==> src/design/ivs_pkg.sv <==
// Purpose: shared constants and types for the interrupt vector and stacking block
// Assumes: 8-bit core, 16-bit addresses, one core clock
// Notes: vector addresses are low bytes of two-byte entries
package ivs_pkg;
   localparam int NSRC = 22;
   // vector addresses
   localparam logic [15:0] VEC_RESERVED_LO = 16'hFFC0;
   localparam logic [15:0] VEC_SERIAL = 16'hFFD6;
   localparam logic [15:0] VEC_SPI = 16'hFFD8;
   localparam logic [15:0] VEC_PA_EDGE = 16'hFFDA;
   localparam logic [15:0] VEC_PA_OVF = 16'hFFDC;
   localparam logic [15:0] VEC_TOF = 16'hFFDE;
   localparam logic [15:0] VEC_IC4OC5 = 16'hFFE0;
   localparam logic [15:0] VEC_OC4 = 16'hFFE2;
   localparam logic [15:0] VEC_IC3 = 16'hFFEA;
   localparam logic [15:0] VEC_RTI = 16'hFFF0;
   localparam logic [15:0] VEC_IRQ = 16'hFFF2;
   localparam logic [15:0] VEC_NMI = 16'hFFF4;
   localparam logic [15:0] VEC_SWI = 16'hFFF6;
   localparam logic [15:0] VEC_ILL = 16'hFFF8;
   localparam logic [15:0] VEC_WDOG = 16'hFFFA;
   localparam logic [15:0] VEC_CLKMON = 16'hFFFC;
   localparam logic [15:0] VEC_RESET = 16'hFFFE;
   localparam logic [15:0] VEC_STEP = 16'h0002;
   // priority select reset value and reserved code
   localparam logic [3:0] PSEL_RESET = 4'h6;
   localparam logic [3:0] PSEL_RSVD = 4'h5;
   // stack frame: nine bytes, offsets below the entry stack pointer
   localparam logic [3:0] FRAME_BYTES = 4'h9;
   localparam logic [3:0] FRAME_LAST = 4'h8;
   // maskable request bundle, index is fixed priority order (0 highest)
   typedef struct packed {
      logic serial;      // 14
      logic spi;         // 13
      logic pa_edge;     // 12
      logic pa_ovf;      // 11
      logic tof;         // 10
      logic ic4oc5;      // 9
      logic oc4;         // 8
      logic oc3;         // 7
      logic oc2;         // 6
      logic oc1;         // 5
      logic ic3;         // 4
      logic ic2;         // 3
      logic ic1;         // 2
      logic rti;         // 1
      logic irq;         // 0
   } ivs_mask_req_t;
   // cpu register set pushed on entry
   typedef struct packed {
      logic [15:0] pc;
      logic [15:0] iy;
      logic [15:0] ix;
      logic [7:0] acc_a;
      logic [7:0] acc_b;
      logic [7:0] condition_code_register;
   } ivs_regs_t;
   // condition code bit positions
   localparam int CCR_X = 6;
   localparam int CCR_I = 4;
   // serial sub-source bundle
   typedef struct packed {
      logic rx_full;
      logic overrun;
      logic tx_empty;
      logic tx_done;
      logic idle;
   } ivs_serial_t;
endpackage : ivs_pkg

==> src/design/ivs_serial_gate.sv <==
// Purpose: serial unit source gating and receive-full auto clear
// Assumes: status and data read strobes are one-cycle pulses from the core
// Notes: receive-full is set by the receiver pulse, set wins over clear
`timescale 1ns/100ps
module ivs_serial_gate
   import ivs_pkg::*;
(
   // clock and reset
   input wire logic ref_clk_in,
   input wire logic rst_n_in,
   // events and enables
   input wire logic rx_full_set_in,
   input wire ivs_serial_t flags_in,
   input wire ivs_serial_t enables_in,
   input wire logic status_rd_in,
   input wire logic data_rd_in,
   // results
   output logic rx_full_out,
   output logic req_out
);
   logic rx_full_reg;
   logic armed_reg;
   ivs_serial_t eff;

   // status read while flag set arms the clear; data read completes it
   always_ff @(posedge ref_clk_in or negedge rst_n_in) begin
      if (!rst_n_in) begin
         armed_reg <= 1'b0;
      end else if (status_rd_in && rx_full_reg) begin
         armed_reg <= 1'b1;
      end else if (data_rd_in || !rx_full_reg) begin
         armed_reg <= 1'b0;
      end
   end

   // set wins over the auto clear so a new byte is never lost
   always_ff @(posedge ref_clk_in or negedge rst_n_in) begin
      if (!rst_n_in) begin
         rx_full_reg <= 1'b0;
      end else if (rx_full_set_in) begin
         rx_full_reg <= 1'b1;
      end else if (armed_reg && data_rd_in) begin
         rx_full_reg <= 1'b0;
      end
   end

   // every sub-source gated by its own enable
   always_comb begin
      eff = flags_in;
      eff.rx_full = rx_full_reg;
   end
   assign req_out = |(eff & enables_in);
   assign rx_full_out = rx_full_reg;

   a_rx_auto_clear: assert property (@(posedge ref_clk_in) disable iff (!rst_n_in)
      armed_reg && data_rd_in && !rx_full_set_in |=> !rx_full_reg)
      else $error("receive flag not cleared");
   a_rx_no_early: assert property (@(posedge ref_clk_in) disable iff (!rst_n_in)
      rx_full_reg && !armed_reg && !status_rd_in |=> rx_full_reg)
      else $error("receive flag cleared without status read");
   c_rx_clear: cover property (@(posedge ref_clk_in) disable iff (!rst_n_in)
      status_rd_in ##1 data_rd_in);
endmodule : ivs_serial_gate

==> src/design/ivs_prio_pick.sv <==
// Purpose: fixed-order maskable priority with one promoted source
// Assumes: requests already gated by local enables
// Notes: reserved select code behaves as the external pin
`timescale 1ns/100ps
module ivs_prio_pick
   import ivs_pkg::*;
(
   // inputs
   input wire logic [14:0] req_in,
   input wire logic [3:0] psel_in,
   // result
   output logic any_out,
   output logic [15:0] vec_out
);
   logic [3:0] promo;
   logic [15:0] vtab [15];

   // select code to fixed-order index
   always_comb begin
      case (psel_in)
         4'h0: promo = 4'd10;
         4'h1: promo = 4'd11;
         4'h2: promo = 4'd12;
         4'h3: promo = 4'd13;
         4'h4: promo = 4'd14;
         4'h7: promo = 4'd1;
         4'h8: promo = 4'd2;
         4'h9: promo = 4'd3;
         4'hA: promo = 4'd4;
         4'hB: promo = 4'd5;
         4'hC: promo = 4'd6;
         4'hD: promo = 4'd7;
         4'hE: promo = 4'd8;
         4'hF: promo = 4'd9;
         default: promo = 4'd0;
      endcase
   end

   // vectors per fixed index; vectors ignore promotion
   genvar g;
   generate
      for (g = 0; g < 15; g++) begin : g_vec
         if (g == 0) begin : g_irq
            assign vtab[g] = VEC_IRQ;
         end else if (g == 1) begin : g_rti
            assign vtab[g] = VEC_RTI;
         end else if (g <= 4) begin : g_ic
            assign vtab[g] = 16'(VEC_RTI - VEC_STEP * 16'(g - 1));
         end else if (g <= 8) begin : g_oc
            assign vtab[g] = 16'(VEC_IC3 - VEC_STEP * 16'(g - 4));
         end else begin : g_low
            assign vtab[g] = 16'(VEC_IC4OC5 - VEC_STEP * 16'(g - 9));
         end
      end
   endgenerate

   // promoted source first, then lowest index
   always_comb begin
      vec_out = VEC_IRQ;
      for (int i = 14; i >= 0; i--) begin
         if (req_in[i]) begin
            vec_out = vtab[i];
         end
      end
      if (req_in[promo]) begin
         vec_out = vtab[promo];
      end
      any_out = |req_in;
   end
endmodule : ivs_prio_pick

==> src/design/ivs_core.sv <==
// Purpose: interrupt recognition, vector choice and register stacking
// Assumes: core signals instruction boundaries and hands its registers over
// Notes: one byte written or read per clock on the stack port
`timescale 1ns/100ps
module ivs_core
   import ivs_pkg::*;
(
   // clock and reset
   input wire logic ref_clk_in,
   input wire logic rst_n_in,
   // peripheral flags and local enables, same clock domain
   input wire ivs_mask_req_t flag_in,
   input wire ivs_mask_req_t enable_in,
   input wire ivs_serial_t serial_flag_in,
   input wire ivs_serial_t serial_enable_in,
   input wire logic rx_full_set_in,
   input wire logic serial_status_rd_in,
   input wire logic serial_data_rd_in,
   // asynchronous pins, active low
   input wire logic irq_n_in,
   input wire logic nonmaskable_pin_request_n_in,
   // system faults and configuration
   input wire logic watchdog_fail_in,
   input wire logic watchdog_disable_in,
   input wire logic clock_fail_in,
   input wire logic clock_monitor_enable_in,
   input wire logic swi_in,
   input wire logic illegal_in,
   // core sequencer side
   input wire logic instr_done_in,
   input wire logic rti_in,
   input wire ivs_regs_t regs_in,
   input wire logic [15:0] sp_in,
   input wire logic [7:0] pull_data_in,
   input wire logic psel_wr_in,
   input wire logic [3:0] psel_data_in,
   // outputs to the core
   output logic [15:0] vector_out,
   output logic vector_valid_out,
   output logic [15:0] stack_addr_out,
   output logic [7:0] stack_data_out,
   output logic stack_wr_out,
   output logic stack_rd_out,
   output logic [7:0] ccr_out,
   output logic resume_out,
   output logic rx_full_out,
   output logic [3:0] psel_out
);
   typedef enum logic [4:0] {
      S_RUN = 5'b00001,
      S_PUSH = 5'b00010,
      S_VEC = 5'b00100,
      S_PULL = 5'b01000,
      S_DONE = 5'b10000
   } ivs_state_t;

   ivs_state_t state_reg;
   logic irq_s1_reg, irq_s2_reg, nmi_s1_reg, nmi_s2_reg;
   logic [3:0] idx_reg;
   logic [15:0] sp_reg;
   logic [71:0] frame_reg;
   logic [7:0] ccr_reg;
   logic [3:0] psel_reg;
   logic nmi_taken_reg;
   logic [15:0] vec_reg;
   logic [15:0] mvec;
   logic many, ser_req, i_ok, x_ok, nmi_pend, any_pend;
   logic [14:0] gated;
   logic [15:0] pick_vec;
   logic [7:0] pull_ccr;

   // two-stage synchronisers for the pins
   always_ff @(posedge ref_clk_in or negedge rst_n_in) begin
      if (!rst_n_in) begin
         irq_s1_reg <= 1'b1;
         irq_s2_reg <= 1'b1;
         nmi_s1_reg <= 1'b1;
         nmi_s2_reg <= 1'b1;
      end else begin
         irq_s1_reg <= irq_n_in;
         irq_s2_reg <= irq_s1_reg;
         nmi_s1_reg <= nonmaskable_pin_request_n_in;
         nmi_s2_reg <= nmi_s1_reg;
      end
   end

   ivs_serial_gate u_serial (
      .ref_clk_in(ref_clk_in),
      .rst_n_in(rst_n_in),
      .rx_full_set_in(rx_full_set_in),
      .flags_in(serial_flag_in),
      .enables_in(serial_enable_in),
      .status_rd_in(serial_status_rd_in),
      .data_rd_in(serial_data_rd_in),
      .rx_full_out(rx_full_out),
      .req_out(ser_req)
   );

   // local gating; pin source has no local enable; requests track flags
   always_comb begin
      gated = 15'(flag_in & enable_in);
      gated[0] = !irq_s2_reg;
      gated[14] = ser_req;
   end

   ivs_prio_pick u_pick (
      .req_in(gated),
      .psel_in(psel_reg),
      .any_out(many),
      .vec_out(pick_vec)
   );

   // global masks and fixed non-maskable order
   always_comb begin
      i_ok = !ccr_reg[CCR_I] && many;
      x_ok = !ccr_reg[CCR_X] && !nmi_s2_reg;
      nmi_pend = 1'b0;
      mvec = VEC_RESET;
      any_pend = 1'b1;
      if (clock_fail_in && clock_monitor_enable_in) begin
         mvec = VEC_CLKMON;
      end else if (watchdog_fail_in && !watchdog_disable_in) begin
         mvec = VEC_WDOG;
      end else if (x_ok) begin
         mvec = VEC_NMI;
         nmi_pend = 1'b1;
      end else if (illegal_in) begin
         mvec = VEC_ILL;
      end else if (swi_in) begin
         mvec = VEC_SWI;
      end else if (i_ok) begin
         mvec = pick_vec;
      end else begin
         any_pend = 1'b0;
      end
   end

   // priority select; writable only while the global mask is set
   always_ff @(posedge ref_clk_in or negedge rst_n_in) begin
      if (!rst_n_in) begin
         psel_reg <= PSEL_RESET;
      end else if (psel_wr_in && ccr_reg[CCR_I]) begin
         psel_reg <= psel_data_in;
      end
   end

   // service sequencer
   always_ff @(posedge ref_clk_in or negedge rst_n_in) begin
      if (!rst_n_in) begin
         state_reg <= S_RUN;
         idx_reg <= 4'h0;
      end else begin
         case (state_reg)
            S_RUN: begin
               if (instr_done_in && any_pend) begin
                  state_reg <= S_PUSH;
                  idx_reg <= 4'h0;
               end else if (rti_in) begin
                  state_reg <= S_PULL;
                  idx_reg <= 4'h0;
               end
            end
            S_PUSH: begin
               idx_reg <= idx_reg + 4'h1;
               if (idx_reg == FRAME_LAST) begin
                  state_reg <= S_VEC;
               end
            end
            S_PULL: begin
               idx_reg <= idx_reg + 4'h1;
               if (idx_reg == FRAME_LAST) begin
                  state_reg <= S_DONE;
               end
            end
            S_VEC, S_DONE: state_reg <= S_RUN;
            default: state_reg <= S_RUN;
         endcase
      end
   end

   // capture frame and vector at entry; a late source cannot switch vectors
   always_ff @(posedge ref_clk_in or negedge rst_n_in) begin
      if (!rst_n_in) begin
         frame_reg <= '0;
         sp_reg <= 16'h0000;
         vec_reg <= VEC_RESET;
         nmi_taken_reg <= 1'b0;
      end else if (state_reg == S_RUN && instr_done_in && any_pend) begin
         // byte order: pc low, pc high, y low, y high, x low, x high, a, b, ccr
         frame_reg <= {regs_in.condition_code_register, regs_in.acc_b, regs_in.acc_a,
                       regs_in.ix[15:8], regs_in.ix[7:0], regs_in.iy[15:8],
                       regs_in.iy[7:0], regs_in.pc[15:8], regs_in.pc[7:0]};
         sp_reg <= sp_in;
         vec_reg <= mvec;
         nmi_taken_reg <= nmi_pend;
      end else if (state_reg == S_RUN && rti_in) begin
         sp_reg <= sp_in;
      end
   end

   // registered read port: the condition code byte stands while the pull index is one
   assign pull_ccr = pull_data_in;

   // condition code mask bits
   always_ff @(posedge ref_clk_in or negedge rst_n_in) begin
      if (!rst_n_in) begin
         ccr_reg <= 8'h50;
      end else if (state_reg == S_PUSH && idx_reg == FRAME_LAST) begin
         ccr_reg[CCR_I] <= 1'b1;
         if (nmi_taken_reg) begin
            ccr_reg[CCR_X] <= 1'b1;
         end
      end else if (state_reg == S_PULL && idx_reg == 4'h1) begin
         ccr_reg <= pull_ccr;
      end else if (state_reg == S_RUN && !rti_in) begin
         ccr_reg <= {regs_in.condition_code_register[7], ccr_reg[CCR_X] & regs_in.condition_code_register[CCR_X],
                     regs_in.condition_code_register[5:0]};
      end
   end

   // stack bus outputs, registered
   always_ff @(posedge ref_clk_in or negedge rst_n_in) begin
      if (!rst_n_in) begin
         stack_addr_out <= 16'h0000;
         stack_data_out <= 8'h00;
         stack_wr_out <= 1'b0;
         stack_rd_out <= 1'b0;
         vector_out <= VEC_RESET;
         vector_valid_out <= 1'b0;
         resume_out <= 1'b0;
      end else begin
         stack_wr_out <= (state_reg == S_PUSH);
         stack_rd_out <= (state_reg == S_PULL);
         stack_addr_out <= (state_reg == S_PULL) ?
            16'(sp_reg + 16'h0001 + 16'(idx_reg)) : 16'(sp_reg - 16'(idx_reg));
         stack_data_out <= (state_reg == S_PUSH) ? frame_reg[8*idx_reg +: 8] : 8'h00; // no read past frame
         vector_valid_out <= (state_reg == S_VEC);
         vector_out <= vec_reg;
         resume_out <= (state_reg == S_DONE);
      end
   end

   assign ccr_out = ccr_reg;
   assign psel_out = psel_reg;

   a_entry_boundary: assert property (@(posedge ref_clk_in) disable iff (!rst_n_in)
      $rose(state_reg == S_PUSH) |-> $past(instr_done_in) && $past(state_reg == S_RUN))
      else $error("service started mid-instruction");
   a_push_length: assert property (@(posedge ref_clk_in) disable iff (!rst_n_in)
      $rose(state_reg == S_PUSH) |-> (state_reg == S_PUSH) [*8] ##1 state_reg == S_PUSH
      ##1 state_reg == S_VEC)
      else $error("stack frame not nine bytes");
   a_mask_after: assert property (@(posedge ref_clk_in) disable iff (!rst_n_in)
      state_reg == S_VEC |-> ccr_reg[CCR_I])
      else $error("global mask not set after stacking");
   a_psel_reset: assert property (@(posedge ref_clk_in)
      $rose(rst_n_in) |-> psel_reg == PSEL_RESET)
      else $error("priority select reset wrong");
   a_mask_block: assert property (@(posedge ref_clk_in) disable iff (!rst_n_in)
      ccr_reg[CCR_I] && !x_ok && !swi_in && !illegal_in && !watchdog_fail_in
      && !clock_fail_in |-> !any_pend)
      else $error("masked request recognised");
   a_pull_resume: assert property (@(posedge ref_clk_in) disable iff (!rst_n_in)
      $rose(state_reg == S_PULL) |-> ##9 state_reg == S_DONE ##1 resume_out)
      else $error("return sequence wrong");
   a_swi_vector: assert property (@(posedge ref_clk_in) disable iff (!rst_n_in)
      swi_in && !illegal_in && !x_ok && !watchdog_fail_in && !clock_fail_in
      |-> mvec == VEC_SWI)
      else $error("software interrupt vector wrong");
   a_nmi_xmask: assert property (@(posedge ref_clk_in) disable iff (!rst_n_in)
      state_reg == S_VEC && nmi_taken_reg |-> ccr_reg[CCR_X])
      else $error("pin mask not set");
   c_maskable: cover property (@(posedge ref_clk_in) disable iff (!rst_n_in)
      state_reg == S_VEC && !nmi_taken_reg);
   c_nmi: cover property (@(posedge ref_clk_in) disable iff (!rst_n_in)
      state_reg == S_VEC && nmi_taken_reg);
   c_return: cover property (@(posedge ref_clk_in) disable iff (!rst_n_in) resume_out);
endmodule : ivs_core

==> config.mk <==
export PLATFORM = sky130hd
export DESIGN_NAME = ivs_core
export DESIGN_NICKNAME = d
export VERILOG_FILES = /design/src/design/ivs_pkg.sv /design/src/design/ivs_serial_gate.sv /design/src/design/ivs_prio_pick.sv /design/src/design/ivs_core.sv
export SDC_FILE = /design/constraint.sdc
export NUM_CORES = 1
export LEC_CHECK = 0
export ABC_CLOCK_PERIOD_IN_PS = 7300
export BUFFER_PORTS_ARGS = -buffer_cell sky130_fd_sc_hd__buf_4
export CAP_MARGIN = 30
export CORE_MARGIN = 10
export CORE_UTILIZATION = 50
export DETAILED_ROUTE_END_ITERATION = 10
export PLACE_DENSITY = 0.78
export SLEW_MARGIN = 30
export SYNTH_ARGS = -nofsm -noshare
export SYNTH_HDL_FRONTEND = slang
export SYNTH_SLANG_ARGS = --single-unit
==> constraint.sdc <==
create_clock -name ref_clk_in -period 7.3 [get_ports ref_clk_in]
set_clock_uncertainty 0.15 [all_clocks]
set_input_delay 2.19 -clock ref_clk_in [delete_from_list [all_inputs] [get_ports ref_clk_in]]
set_output_delay 2.19 -clock ref_clk_in [all_outputs]
set_load 0.05 [all_outputs]
* Word level (Yosys, flattened, before mapping)
Memory sizes are Yosys's and may differ from the RTL's. Cells that the tools add are included.
Word-level totals: flip-flop bits (word level) 176, bits in latches 0, RAM bits 0, memory bits (read-only) 320, input port bits 156, output and inout port bits 57, memories kept 2
Memory list:
- (name not given) | depth 16, bits a word 16, rd ports 1, clocked after Yosys merged registers in 0, wr ports 0, RTL line ivs_prio_pick.sv:66 | vec_out = vtab[promo];
- (name not given) | depth 16, bits a word 4, rd ports 1, clocked after Yosys merged registers in 0, wr ports 0, RTL line ivs_prio_pick.sv:20 | case (psel_in)
Operators by class: $add $sub $neg 4, multiply operators 0, div/mod/pow operators 0, order comparisons 2, equal/unequal tests 11, shift-type cells 1, mux-type cells 56, bitwise operators 5, reduce and logical (&&, ||, !) cells 35
Operators with widths (number):
- $mux W16 | 12
- $mux W6 | 15
- $shiftx A72 B8 Y8 | 1
- $mux W8 | 3
- $mux W5 | 4
- $reduce_or A19 Y1 | 1
- $mux W1 | 17
- $add A16 B1 Y16 const B | 1
- $add A16 B4 Y16 | 1
- $sub A16 B4 Y16 | 1
- $pmux W5 S3 | 1
- $and A14 B14 Y14 | 1
- $logic_and A1 B1 Y1 | 14
- $reduce_bool A2 Y1 | 5
- $mux W4 | 2
- $pmux W4 S2 | 1
- $logic_not A1 Y1 | 7
- $ne A2 B2 Y1 const B | 3
- $reduce_and A2 Y1 | 3
- $and A5 B5 Y5 | 1
- $eq A5 B1 Y1 const B | 1
- $eq A5 B2 Y1 const B | 1
- $eq A5 B3 Y1 const B | 1
- $eq A5 B4 Y1 const B | 1
- other kinds (16) | 16

* Logic depth before layout (Yosys ltp)
Gate-level depths: netlist of the first run.
depth after elaboration 24, depth in mapped cells 13

* Modules after synthesis
A second synthesis of the first run with hierarchy kept.
Second synthesis, totals: cells, all modules 723, area, all modules 8521.9 µm²
Modules (own cells, without submodules):
- ivs_core | instances 1, cells each 617, area an instance 7737.4 µm², sequential area each 4403.0 µm²
- ivs_prio_pick | instances 1, cells each 97, area an instance 688.2 µm², sequential area each 0.0 µm²
- ivs_serial_gate | instances 1, cells each 9, area an instance 96.3 µm², sequential area each 50.0 µm²

* Worst setup path before layout of the first run
Ideal clock, no wire load.
kind input -> register, start input port serial_flag_in[0] (netlist bit), end register sp_reg[11], arrival 3.775 ns, slack 3.250 ns, cell stages on the path 7, path buffers 1, path through a222oi_1 > and4_1 > a31oi_4 > o21ai_4 > a21oi_4 > buf_6 > mux2_4
Between the ends: word-level cells in the longest chain between the ends 11
RTL lines:
- start, declared | RTL line ivs_core.sv:14 | input wire ivs_serial_t serial_flag_in,
- $and A5 B5 Y5 (*) | RTL line ivs_serial_gate.sv:52 | assign req_out = |(eff & enables_in);
- $reduce_or A19 Y1 (*) | RTL line ivs_prio_pick.sv:68 | any_out = |req_in;
- $logic_and A1 B1 Y1 (*) | RTL line ivs_core.sv:115 | i_ok = !ccr_reg[CCR_I] && many;
- $mux W1 (*) | RTL line ivs_core.sv:131 | end else if (i_ok) begin
- $mux W1 (*) | RTL line ivs_core.sv:129 | end else if (swi_in) begin
- $mux W1 (*) | RTL line ivs_core.sv:127 | end else if (illegal_in) begin
- $mux W1 (*) | RTL line ivs_core.sv:124 | end else if (x_ok) begin
- $mux W1 (*) | RTL line ivs_core.sv:122 | end else if (watchdog_fail_in && !watchdog_disable_in) begin
- $mux W1 (*) | RTL line ivs_core.sv:120 | if (clock_fail_in && clock_monitor_enable_in) begin
- $logic_and A1 B1 Y1 (*) | RTL line ivs_core.sv:188 | end else if (state_reg == S_RUN && instr_done_in && any_pend) begin
- $mux W16 or $reduce_bool A2 Y1 (tied branches)
- end signal, assigned | RTL line ivs_core.sv:193 | sp_reg <= sp_in;
- end signal, assigned | RTL line ivs_core.sv:197 | sp_reg <= sp_in;
- end, declared | RTL line ivs_core.sv:60 | logic [15:0] sp_reg;
Every way passes the cells marked *; elsewhere a longest branch is shown, timed or not. A chain may end at the register's enable or synchronous reset.

* Final worst setup path of the first run
start input port serial_flag_in[0] (netlist bit), end register frame_reg[5]
Between the ends: word-level cells in the longest chain between the ends 10
RTL lines:
- $and A5 B5 Y5 | RTL line ivs_serial_gate.sv:52
- $reduce_or A19 Y1 | RTL line ivs_prio_pick.sv:68
- $logic_and A1 B1 Y1 | RTL line ivs_core.sv:115
- $mux W1 | RTL line ivs_core.sv:131
- $mux W1 | RTL line ivs_core.sv:129
- $mux W1 | RTL line ivs_core.sv:127
- $mux W1 | RTL line ivs_core.sv:124
- $mux W1 | RTL line ivs_core.sv:122
- $mux W1 | RTL line ivs_core.sv:120
- $logic_and A1 B1 Y1 | RTL line ivs_core.sv:188
- end signal, assigned | RTL line ivs_core.sv:190 | frame_reg <= {regs_in.condition_code_register, regs_in.acc_b, regs_in.acc_a,
- end, declared | RTL line ivs_core.sv:61 | logic [71:0] frame_reg;
Every way passes these cells.

==> results of run 1 <==
-- final timing paths --
path	endpoint	slack (ps)	from	cells past startpoint
min reg2reg	nmi_s2_reg	220	nmi_s1_reg	0
min	nmi_s2_reg	220	nmi_s1_reg	0
max in group asynchronous	psel_out[3]	4130	rst_n_in	2
max	frame_reg[5]	2800	serial_flag_in[0]	9
max reg2reg	stack_addr_out[14]	3870	idx_reg[2]	9
min in group asynchronous	stack_addr_out[15]	1670	rst_n_in	1
-- cell families after synthesis --
family,Yosys count
and+or+nand+nor,363
DFF,154
AOI/OAI and AO/OA,126
buffers and inverters,64
muxes,53
adders and majority gates,16
xor gates and xnor gates,15
other,2
-- stage by stage --
stage	hold WS, ps	power, W
2_1_floorplan	195	0.00312
3_3_place_gp	195	0.00363
3_5_place_dp	198	0.00370
4_1_cts	215	0.00468
5_1_grt	220	0.00497
6_report	215	0.00465
-- metal layers --
| layer | wire, um | share of wire [%] | vias to the layer above |
|---|---|---|---|
| li1 | - | - | 3061 |
| met1 | 8490 | 41 | 3011 |
| met2 | 10200 | 50 | 189 |
| met3 | 1570 | 7.7 | 22 |
| met4 | 278 | 1.4 | 0 |
| met5 | 0 | 0 | - |
-- cell type report --
type	count	share of cell area, %
clock buffers	19	4.52
clock inverters	13	1.90
inverters	18	0.687
multi-input cells	584	36.2
flip-flops and latches	154	38.7
well taps	211	2.63
repair buffers	201	15.3
-- power by group --
part           internal, W  total [W]  switching [W]
Combinational     0.000877    0.00215        0.00127
Clock             0.000594   0.000954       0.000360
Sequential         0.00125    0.00155       0.000303
Total              0.00272    0.00465        0.00193
-- worst max-delay path: cells and delay by family --
family / cells / cell delay, ps
buffers and inverters: 3 / 730
and+or+nand+nor: 3 / 570
AOI/OAI and AO/OA: 3 / 1200
-- cells in the final DEF, fill, tap and decap left out, types with 5 or more instances in the layout --
| master | synthesis | final |
|---|---|---|
| nor3_1 | 19 | 19 |
| o21ai_0 | 13 | 13 |
| nand2_1 | 246 | 246 |
| mux2i_1 | 11 | 11 |
| buf_4 | 13 | 199 |
| dfrtp_1 | 135 | 135 |
| clkbuf_16 | 0 | 17 |
| or3_1 | 6 | 6 |
| conb_1 | 2 | 11 |
| a221oi_1 | 7 | 7 |
| nor2_1 | 40 | 39 |
| ha_1 | 14 | 14 |
| inv_1 | 16 | 16 |
| xnor2_1 | 10 | 10 |
| xor2_1 | 5 | 5 |
| a22o_1 | 6 | 6 |
| mux2_2 | 29 | 29 |
| a211oi_1 | 5 | 5 |
| nor2b_1 | 8 | 8 |
| dfstp_2 | 19 | 19 |
| a31oi_1 | 5 | 5 |
| nand3_1 | 11 | 11 |
| mux4_2 | 9 | 9 |
| a21oi_1 | 38 | 38 |
==> results by group, run 1 <==
Run status
  – Status: complete, no violations

Finish
  – Nets: 1148
  – Multi-input logic area: 3630 um2
  – Cell Count, Final, Fillers Out: 1200
  – Diode count: 0
  – Fillers: 1263
  – Synth-to-layout area growth: 28.6%
  – Max reg flops: 72
  – Share of layout cells above drive strength 1: 32.2%
  – Storage cell area: 3880 um2
  – Finished layout cell area: 10000 um2
  – Util after Layout: 65.7%

Synth
  – YS warnings: 0
  – XOR/XNOR share of the synthesized area: 1.69%
  – Synth Area in Compound Gates: 11.9%
  – Area leader, netlist: dfrtp_1
  – Ys flop type: dfrtp_1
  – Largest family of logic cells by synthesized area: simple AND/OR/NAND/NOR gates
  – Count leader, synth: nand2_1
  – Post-synth EDFFs: 0
  – Synth Instances: 793
  – Ys async rst share: 100%
  – Simple logic cell fraction of the synthesized area: 20.5%
  – Synth unique cells: 79
  – Post-synthesis sequential area ratio: 49.8%
  – Avg Inst Size Synth: 9.82 um2
  – Post-synth top cells: nand2_1, dfrtp_1, nor2_1
  – Number of synthesized register bits: 154
  – Adder-cell area share of the yosys netlist: 2.76%
  – Synth top area share: 43.4%
  – Cell Area, Synth: 7790 um2
  – Ranking of synthesized cells by area: dfrtp_1, nand2_1, dfstp_2
  – Post-synthesis mux area share: 8.98%

Worst hold path
  – Worst Hold Class: reg2reg

Floorplanning
  – IO Count: 213
  – Row cnt: 45
  – Core area: 15300 um2
  – Die Wd: 145 um
  – Die H: 145 um
  – Die area: 21000 um2
  – Initial core utilization: 51.1%

STA
  – RSZ-0062 raised after global routing: false
  – Fin. Hold Viols: 0
  – Max-slew headroom: 40.9%
  – Tmin final: 4500 ps
  – Final Max Tran Viols: 0
  – Setup-violating endpoint count in the final report: 0
  – Setup ws final: 2800 ps
  – Setup TNS: 0 ps
  – Crit share post-route: 61.6%
  – Fmax: 222 MHz
  – Worst Tran Pin Value: 887 ps

Clocking
  – Insertion delay to the later sink of the worst-skew pair: 420 ps
  – Hold-fix buffers, CTS: 0
  – Worst-case clock buffer depth: 2
  – TritonCTS clock tree: built
  – Root Buffer: clkbuf_16
  – H-tree levels: 4
  – CTS Buf Count: 17
  – Post_cts resized: 0
  – Clock slew at reported path FFs: 60 ps
  – Clock Sink Count: 154
  – Post-CTS Setup Bufs: 0

Global routing
  – Met3 Use GR: 7.40%
  – GR peak layer: met2
  – Largest net degree at the start of global routing: 102
  – All-layer global routing usage: 19.9%
  – Vias in the first global route: 6480
  – GR Util met1: 24.3%
  – GR Util met2: 32.1%
  – Grt total ovfl: 0
  – First-pass GRT wire length: 32700 um
  – Number of antenna violations at the first check in global routing: 0

Detailed routing
  – Avg Vias per Cell: 5.24
  – Iter 0 DRT Violations: 430
  – First drt pass iteration count: 5
  – Post-DRT Antenna Nets: 0
  – DR WL/cell: 17.1 um
  – Routed wire length: 20500 um
  – Final routed DRC violation total: 0
  – Vias: 6283

Placement
  – Final Wtd Congestion: 0.849
  – Setup Slack @ Placement: 2400 ps
  – DP Cell Count: 1168
  – Placed Instance Area: 9380 um2
  – Port Buf Inserts: 196
  – DP HPWL: 15300 um

Setup path
  – Slowest cell delay on critical path: 550 ps
  – Setup crit start kind: primary input
  – Critical path type: in2reg
  – Worst EP required: 7510 ps
  – Slowest-stage cell, CP: o211ai_4
  – Arr. time, crit path: 4710 ps
  – Worst setup EP type: register
  – Cells along the critical path: buf_4, a222oi_1, and4_1, a31oi_4, o211ai_4, buf_16, buf_4, nand2_1, nand2_1
  – Crit-path max FO: 38

Power
  – Cell area power density: 464 nW/um2
  – Peak supply drop: 0.351 mV
  – Pleak: 4.91 nW

Flow run
  – Max Cap Violations: 0
No activity file was read; power rests on OpenSTA's default activity.
==> run 2: changes to the inputs <==
--- a/config.mk
+++ b/config.mk
@@ -5,11 +5,12 @@
 export SDC_FILE = /design/constraint.sdc
 export NUM_CORES = 1
 export LEC_CHECK = 0
-export ABC_CLOCK_PERIOD_IN_PS = 7300
+export ABC_AREA = 1
+export ABC_CLOCK_PERIOD_IN_PS = 3740
 export BUFFER_PORTS_ARGS = -buffer_cell sky130_fd_sc_hd__buf_4
 export CAP_MARGIN = 30
 export CORE_MARGIN = 10
-export CORE_UTILIZATION = 50
+export CORE_UTILIZATION = 48
 export DETAILED_ROUTE_END_ITERATION = 10
 export PLACE_DENSITY = 0.78
 export SLEW_MARGIN = 30
==> constraint.sdc (replaced) <==
create_clock -name ref_clk_in -period 3.74 [get_ports ref_clk_in]
set_clock_uncertainty 0.15 [all_clocks]
set_input_delay 1.122 -clock ref_clk_in [delete_from_list [all_inputs] [get_ports ref_clk_in]]
set_output_delay 1.122 -clock ref_clk_in [all_outputs]
set_load 0.05 [all_outputs]
==> run 2 against run 1 <==
Sequential power is 81% higher; power is 83% higher; via count is 8.8% higher; wire length is 0.52% higher; worst hold slack worse by 9.1 ps; critical path type is now reg2reg; largest power group unchanged.
==> results by group, run 2 <==
STA
  – Max-slew headroom: 46.9%
  – Setup-violating endpoint count in the final report: 0
  – Fmax: 364 MHz
  – Final Max Tran Viols: 0
  – Setup TNS: 0 ps
  – RSZ-0062 raised after global routing: false
  – Crit share post-route: 73.4%
  – Tmin final: 2750 ps
  – Worst hold slack: 206 ps
  – Worst Tran Pin Value: 797 ps
  – Fin. Hold Viols: 0

Setup path
  – Worst R2R Path Depth: 14
  – Number of buffers and inverters on the critical path: 2
  – Crit path depth: 14
  – Crit. Startpoint: idx_reg[0]
  – R2r endpoint: stack_addr_out[13]
  – Setup crit start kind: register
  – Slowest cell delay on critical path: 380 ps
  – Worst EP required: 3890 ps
  – Critical path type: reg2reg
  – Slowest-stage cell, CP: buf_4
  – Crit-path max FO: 40
  – Flop2flop setup slack: 990 ps
  – Reg2reg start: idx_reg[0]
  – Worst setup EP type: register
  – Arr. time, crit path: 2900 ps
  – CP most frequent cell: nor2_1
  – Cell family with most CP delay: simple AND/OR/NAND/NOR gates
  – Cells along the critical path: buf_4, inv_1, ha_1, nor2_1, o21ai_0, nand2_1, a21oi_1, nor2_1, nand3_1, nor2_1, nand3_1, nand2_1, o211ai_1, xor2_1
  – Worst Setup EP: stack_addr_out[13]

Clocking
  – Post-CTS Setup Bufs: 0
  – CTS Buf Count: 17
  – H-tree levels: 4
  – Clock Sink Count: 154
  – Worst-case clock buffer depth: 2
  – Insertion delay to the later sink of the worst-skew pair: 420 ps
  – Post_cts resized: 0
  – Root Buffer: clkbuf_16
  – Hold-fix buffers, CTS: 0
  – Clock slew at reported path FFs: 60 ps
  – TritonCTS clock tree: built

Floorplanning
  – Initial core utilization: 48.8%
  – Core area: 15800 um2
  – Die area: 21600 um2
  – Die H: 147 um
  – Row cnt: 46
  – IO Count: 213
  – Die Wd: 147 um

Detailed routing
  – Post-DRT Antenna Nets: 0
  – Final routed DRC violation total: 0
  – DR WL/cell: 15.0 um
  – Routed wire length: 20600 um
  – Vias: 6838
  – Iter 0 DRT Violations: 496
  – Avg Vias per Cell: 4.98
  – First drt pass iteration count: 4

Power
  – Peak supply drop: 0.359 mV
  – Cell area power density: 853 nW/um2
  – Pleak: 5.22 nW

Synth
  – Post-synth top cells: nand2_1, dfrtp_1, nor2_1
  – Avg Inst Size Synth: 8.09 um2
  – Ys async rst share: 100%
  – YS warnings: 0
  – Count leader, synth: nand2_1
  – Post-synth EDFFs: 0
  – Synth Instances: 955
  – Cell Area, Synth: 7720 um2
  – Ranking of synthesized cells by area: dfrtp_1, nand2_1, dfstp_2
  – Post-synthesis sequential area ratio: 50.2%
  – Area leader, netlist: dfrtp_1
  – Synth unique cells: 43
  – Synth top area share: 43.7%
  – Number of synthesized register bits: 154
  – Ys flop type: dfrtp_1

Placement
  – DP HPWL: 15400 um
  – Final Wtd Congestion: 0.875
  – Port Buf Inserts: 196

Finish
  – Nets: 1316
  – Synth-to-layout area growth: 29.1%
  – Share of layout cells above drive strength 1: 25.1%
  – Commonest non-fill, non-tap cell in the layout: nand2_1
  – Diode count: 0
  – Most frequent cells in the layout: nand2_1, buf_4, dfrtp_1
  – Max reg flops: 72

Worst hold path
  – Worst Hold Class: reg2reg

Global routing
  – First-pass GRT wire length: 33500 um
  – All-layer global routing usage: 19.0%
  – Number of antenna violations at the first check in global routing: 0
  – Grt total ovfl: 0
  – Largest net degree at the start of global routing: 85
  – Vias in the first global route: 6773

Run status
  – Status: complete, no violations

Flow run
  – Max Cap Violations: 0
-- run 2: cell types whose count changed after synthesis, sizes merged, moves of 11 or more --
cell   change
nor3      -12
nand2     +99
nor2      +36
inv       +66
nand3     +29
mux2      -27
mux2i     -11
xor2      +11
o21ai     +80
o22ai     +19
a21oi     -26
-- run 2: cell type report --
cell class | count | area [um2]
tap | 216 | 270
clock inverter | 12 | 198
inverter | 83 | 314
sequential | 154 | 3880
timing repair buffer | 207 | 1580
multi-input combinational | 681 | 3290
fill | 1359 | 5850
clock buffer | 20 | 437
-- run 2: power breakdown --
part	total (W)	switching, W	internal (W)
Clock	0.00184	0.000663	0.00118
Sequential	0.00281	0.000393	0.00241
Combinational	0.00386	0.00258	0.00128
-- run 2: per-layer routing --
layer  GRT usage, %  wire length (um)  vias up
met3           4.36              1090       32
met4           6.76               439        0
met2           32.3             10400      194
li1               -                 -     3417
met1           22.9              8650     3195
met5              0                 0        -
-- run 2: worst register-to-register path, stage by stage (launching register included) --
cell and delay [ps]:
dfrtp_1 330, buf_4 380, inv_1 140, ha_1 240, nor2_1 80, o21ai_0 70, nand2_1 90, a21oi_1 70
nor2_1 140, nand3_1 150, nor2_1 210, nand3_1 140, nand2_1 160, o211ai_1 120, xor2_1 150
-- run 2: worst min-delay path by stage --
stage | from | endpoint | slack, ps | cells past startpoint
after CTS | irq_s1_reg | irq_s2_reg | 210 | 0
after global routing | irq_s1_reg | irq_s2_reg | 210 | 0
after global placement | irq_s1_reg | irq_s2_reg | 200 | 0
after floorplan | irq_s1_reg | irq_s2_reg | 200 | 0
after detailed placement | irq_s1_reg | irq_s2_reg | 200 | 0
final | irq_s1_reg | irq_s2_reg | 210 | 0
-- run 2: through the flow --
stage	setup slack, ps	utilization, %	total power (W)	instance area [um2]	cells
finish	994	63.0	0.00851	9970	1373
global route	715	63.0	0.00915	9970	1373
CTS	975	63.0	0.00857	9970	1373
detailed placement	536	59.0	0.00669	9340	1341
global placement	592	59.0	0.00659	9340	1341
floorplan	1040	-	0.00563	7760	964
-- run 2: cell families after synthesis --
group	count (synthesis)	synth area share (%)
AND/OR/NAND/NOR	481	25.5
flip-flops	154	50.2
AO/OA/AOI/OAI	150	11.0
buffers and inverters	129	7.58
XOR/XNOR	17	1.93
adder cells (fa/ha/maj)	16	2.79
multiplexers	6	0.875
other	2	0.0972
==> run 3: changes to the inputs <==
--- a/config.mk
+++ b/config.mk
@@ -6,11 +6,11 @@
 export NUM_CORES = 1
 export LEC_CHECK = 0
 export ABC_AREA = 1
-export ABC_CLOCK_PERIOD_IN_PS = 3740
+export ABC_CLOCK_PERIOD_IN_PS = 2700
 export BUFFER_PORTS_ARGS = -buffer_cell sky130_fd_sc_hd__buf_4
 export CAP_MARGIN = 30
 export CORE_MARGIN = 10
-export CORE_UTILIZATION = 48
+export CORE_UTILIZATION = 50
 export DETAILED_ROUTE_END_ITERATION = 10
 export PLACE_DENSITY = 0.78
 export SLEW_MARGIN = 30
==> constraint.sdc (replaced) <==
create_clock -name ref_clk_in -period 2.7 [get_ports ref_clk_in]
set_clock_uncertainty 0.15 [all_clocks]
set_input_delay 0.81 -clock ref_clk_in [delete_from_list [all_inputs] [get_ports ref_clk_in]]
set_output_delay 0.81 -clock ref_clk_in [all_outputs]
set_load 0.05 [all_outputs]
==> run 3 against run 2 <==
Final area increased by 0.13%; clock power increased by 34%; critical path depth decreased by 1; via count decreased by 0.41%; first-iteration DRC count decreased by 24%; power increased by 39%; flip-flop and latch count unchanged; combinational power increased by 40%; wire length increased by 0.74%; critical endpoint is now stack_addr_out[12]; highest routed layer unchanged.
==> results by group, run 3 (synthesis results as in run 2) <==
Setup path
  – Cell family with most CP delay: simple AND/OR/NAND/NOR gates
  – Flop2flop setup slack: 210 ps
  – R2r endpoint: stack_addr_out[12]
  – Worst EP required: 2890 ps
  – Critical path type: reg2reg
  – Cells along the critical path: inv_1, ha_1, inv_1, fa_1, nand2_1, nand2_1, a21oi_1, nor3_1, nand3_1, nand2_1, o211ai_1, nor3_1, xor2_1
  – Crit-path max FO: 7
  – Reg2reg start: idx_reg[0]
  – Arr. time, crit path: 2680 ps
  – Setup crit start kind: register
  – Worst setup EP type: register
  – CP most frequent cell: nand2_1
  – Number of buffers and inverters on the critical path: 2
  – Slowest cell delay on critical path: 490 ps
  – Slowest-stage cell, CP: dfrtp_1
  – Worst R2R Path Depth: 13

Floorplanning
  – Die H: 144 um
  – Die area: 20800 um2
  – Initial core utilization: 51.0%
  – Die Wd: 144 um
  – Core area: 15100 um2
  – Row cnt: 45
  – IO Count: 213

Power
  – Pleak: 5.25 nW
  – Peak supply drop: 0.553 mV
  – Cell area power density: 1180 nW/um2

STA
  – Tmin final: 2490 ps
  – Worst Tran Pin Value: 615 ps
  – Crit share post-route: 92.1%
  – Fmax: 402 MHz
  – Fin. Hold Viols: 0
  – Setup TNS: 0 ps
  – Setup ws final: 214 ps
  – Max-slew headroom: 59.0%
  – Setup-violating endpoint count in the final report: 0
  – Final Max Tran Viols: 0
  – Worst hold slack: 206 ps
  – RSZ-0062 raised after global routing: false

Run status
  – Status: complete, no violations

Clocking
  – Root Buffer: clkbuf_16
  – Post-CTS Setup Bufs: 0
  – Hold-fix buffers, CTS: 0
  – Worst-case clock buffer depth: 2
  – Clock Sink Count: 154
  – Clock slew at reported path FFs: 60 ps
  – Insertion delay to the later sink of the worst-skew pair: 420 ps
  – Post_cts resized: 0
  – CTS Buf Count: 17
  – TritonCTS clock tree: built
  – H-tree levels: 4

Detailed routing
  – Iter 0 DRT Violations: 375
  – DR WL/cell: 15.4 um
  – Vias: 6810
  – Routed wire length: 20700 um
  – Post-DRT Antenna Nets: 0
  – Avg Vias per Cell: 5.04
  – Final routed DRC violation total: 0
  – First drt pass iteration count: 4

Placement
  – Port Buf Inserts: 196
  – DP HPWL: 15700 um
  – Setup Slack @ Placement: 26.6 ps
  – Final Wtd Congestion: 0.875

Global routing
  – Grt total ovfl: 0
  – First-pass GRT wire length: 33500 um
  – All-layer global routing usage: 20.1%
  – Number of antenna violations at the first check in global routing: 0
  – Largest net degree at the start of global routing: 81
  – Vias in the first global route: 7000

Finish
  – Util after Layout: 65.9%
  – Commonest non-fill, non-tap cell in the layout: nand2_1
  – Diode count: 0
  – Synth-to-layout area growth: 29.3%
  – Max reg flops: 72
  – Most frequent cells in the layout: nand2_1, buf_4, dfrtp_1
  – Nets: 1321
  – Share of layout cells above drive strength 1: 25.6%

Worst hold path
  – Worst Hold Class: reg2reg
  – Worst Hold Path Cells: 0
  – Hold path startpoint: nmi_s1_reg
  – Worst Hold Path EP: nmi_s2_reg

Flow run
  – Max Cap Violations: 0
-- run 3: cell count changes in the layout (fill, tap and decap cells not counted), sizes merged --
cell	previous run	this run
clkinvlp	4	2
buf	207	212
inv	82	85
clkinv	4	5
bufinv	5	3
-- run 3: metal layers --
layer	vias to the layer above	part of all wire, %	global-route usage [%]
li1	3436	-	-
met1	3182	41	24.1
met2	164	52	35.1
met3	28	5.2	4.49
met4	0	1.6	6.38
met5	-	0	0
-- run 3: layout make-up --
type | count | area [um2]
clock buffer | 20 | 457
sequential | 154 | 3880
tap | 188 | 235
multi-input combinational | 681 | 3290
timing repair buffer | 212 | 1650
inverter | 83 | 314
clock inverter | 12 | 163
fill | 1298 | 5160
-- run 3: how the worst max path moves through the flow --
stage                     slack [ps]                  to  cells past startpoint        from
after floorplan                    2  stack_addr_out[12]                     15  idx_reg[0]
after global placement            70           sp_reg[2]                     12  flag_in[6]
after detailed placement          30          sp_reg[12]                     12  flag_in[6]
after CTS                        230  stack_addr_out[12]                     13  idx_reg[0]
after global routing              20  stack_addr_out[12]                     13  idx_reg[0]
final                            210  stack_addr_out[12]                     13  idx_reg[0]
-- run 3: metrics by stage --
| step | cells | area (um2) | power, W |
|---|---|---|---|
| final | 1350 | 9990 | 0.0118 |
| after global routing | 1350 | 9990 | 0.0127 |
| after CTS | 1350 | 9990 | 0.0119 |
| after detailed placement | 1318 | 9370 | 0.00936 |
| after global placement | 1318 | 9370 | 0.00918 |
| after floorplan | 964 | 7760 | 0.00780 |
-- run 3: power by group --
group | switching (W) | total [W] | leakage, nW | internal, W
logic | 0.00361 | 0.00542 | 3.06 | 0.00181
clock network | 0.000945 | 0.00246 | 0.298 | 0.00151
registers | 0.000572 | 0.00392 | 1.89 | 0.00335
total | 0.00512 | 0.0118 | 5.25 | 0.00667
-- run 3: worst register-to-register path, cell delays in order (launching register included) --
cell      delay [ps]
dfrtp_1          490
inv_1            100
ha_1             230
inv_1             70
fa_1             190
nand2_1           60
nand2_1           60
a21oi_1           80
nor3_1           240
nand3_1          110
nand2_1          120
o211ai_1         140
nor3_1           200
xor2_1           170
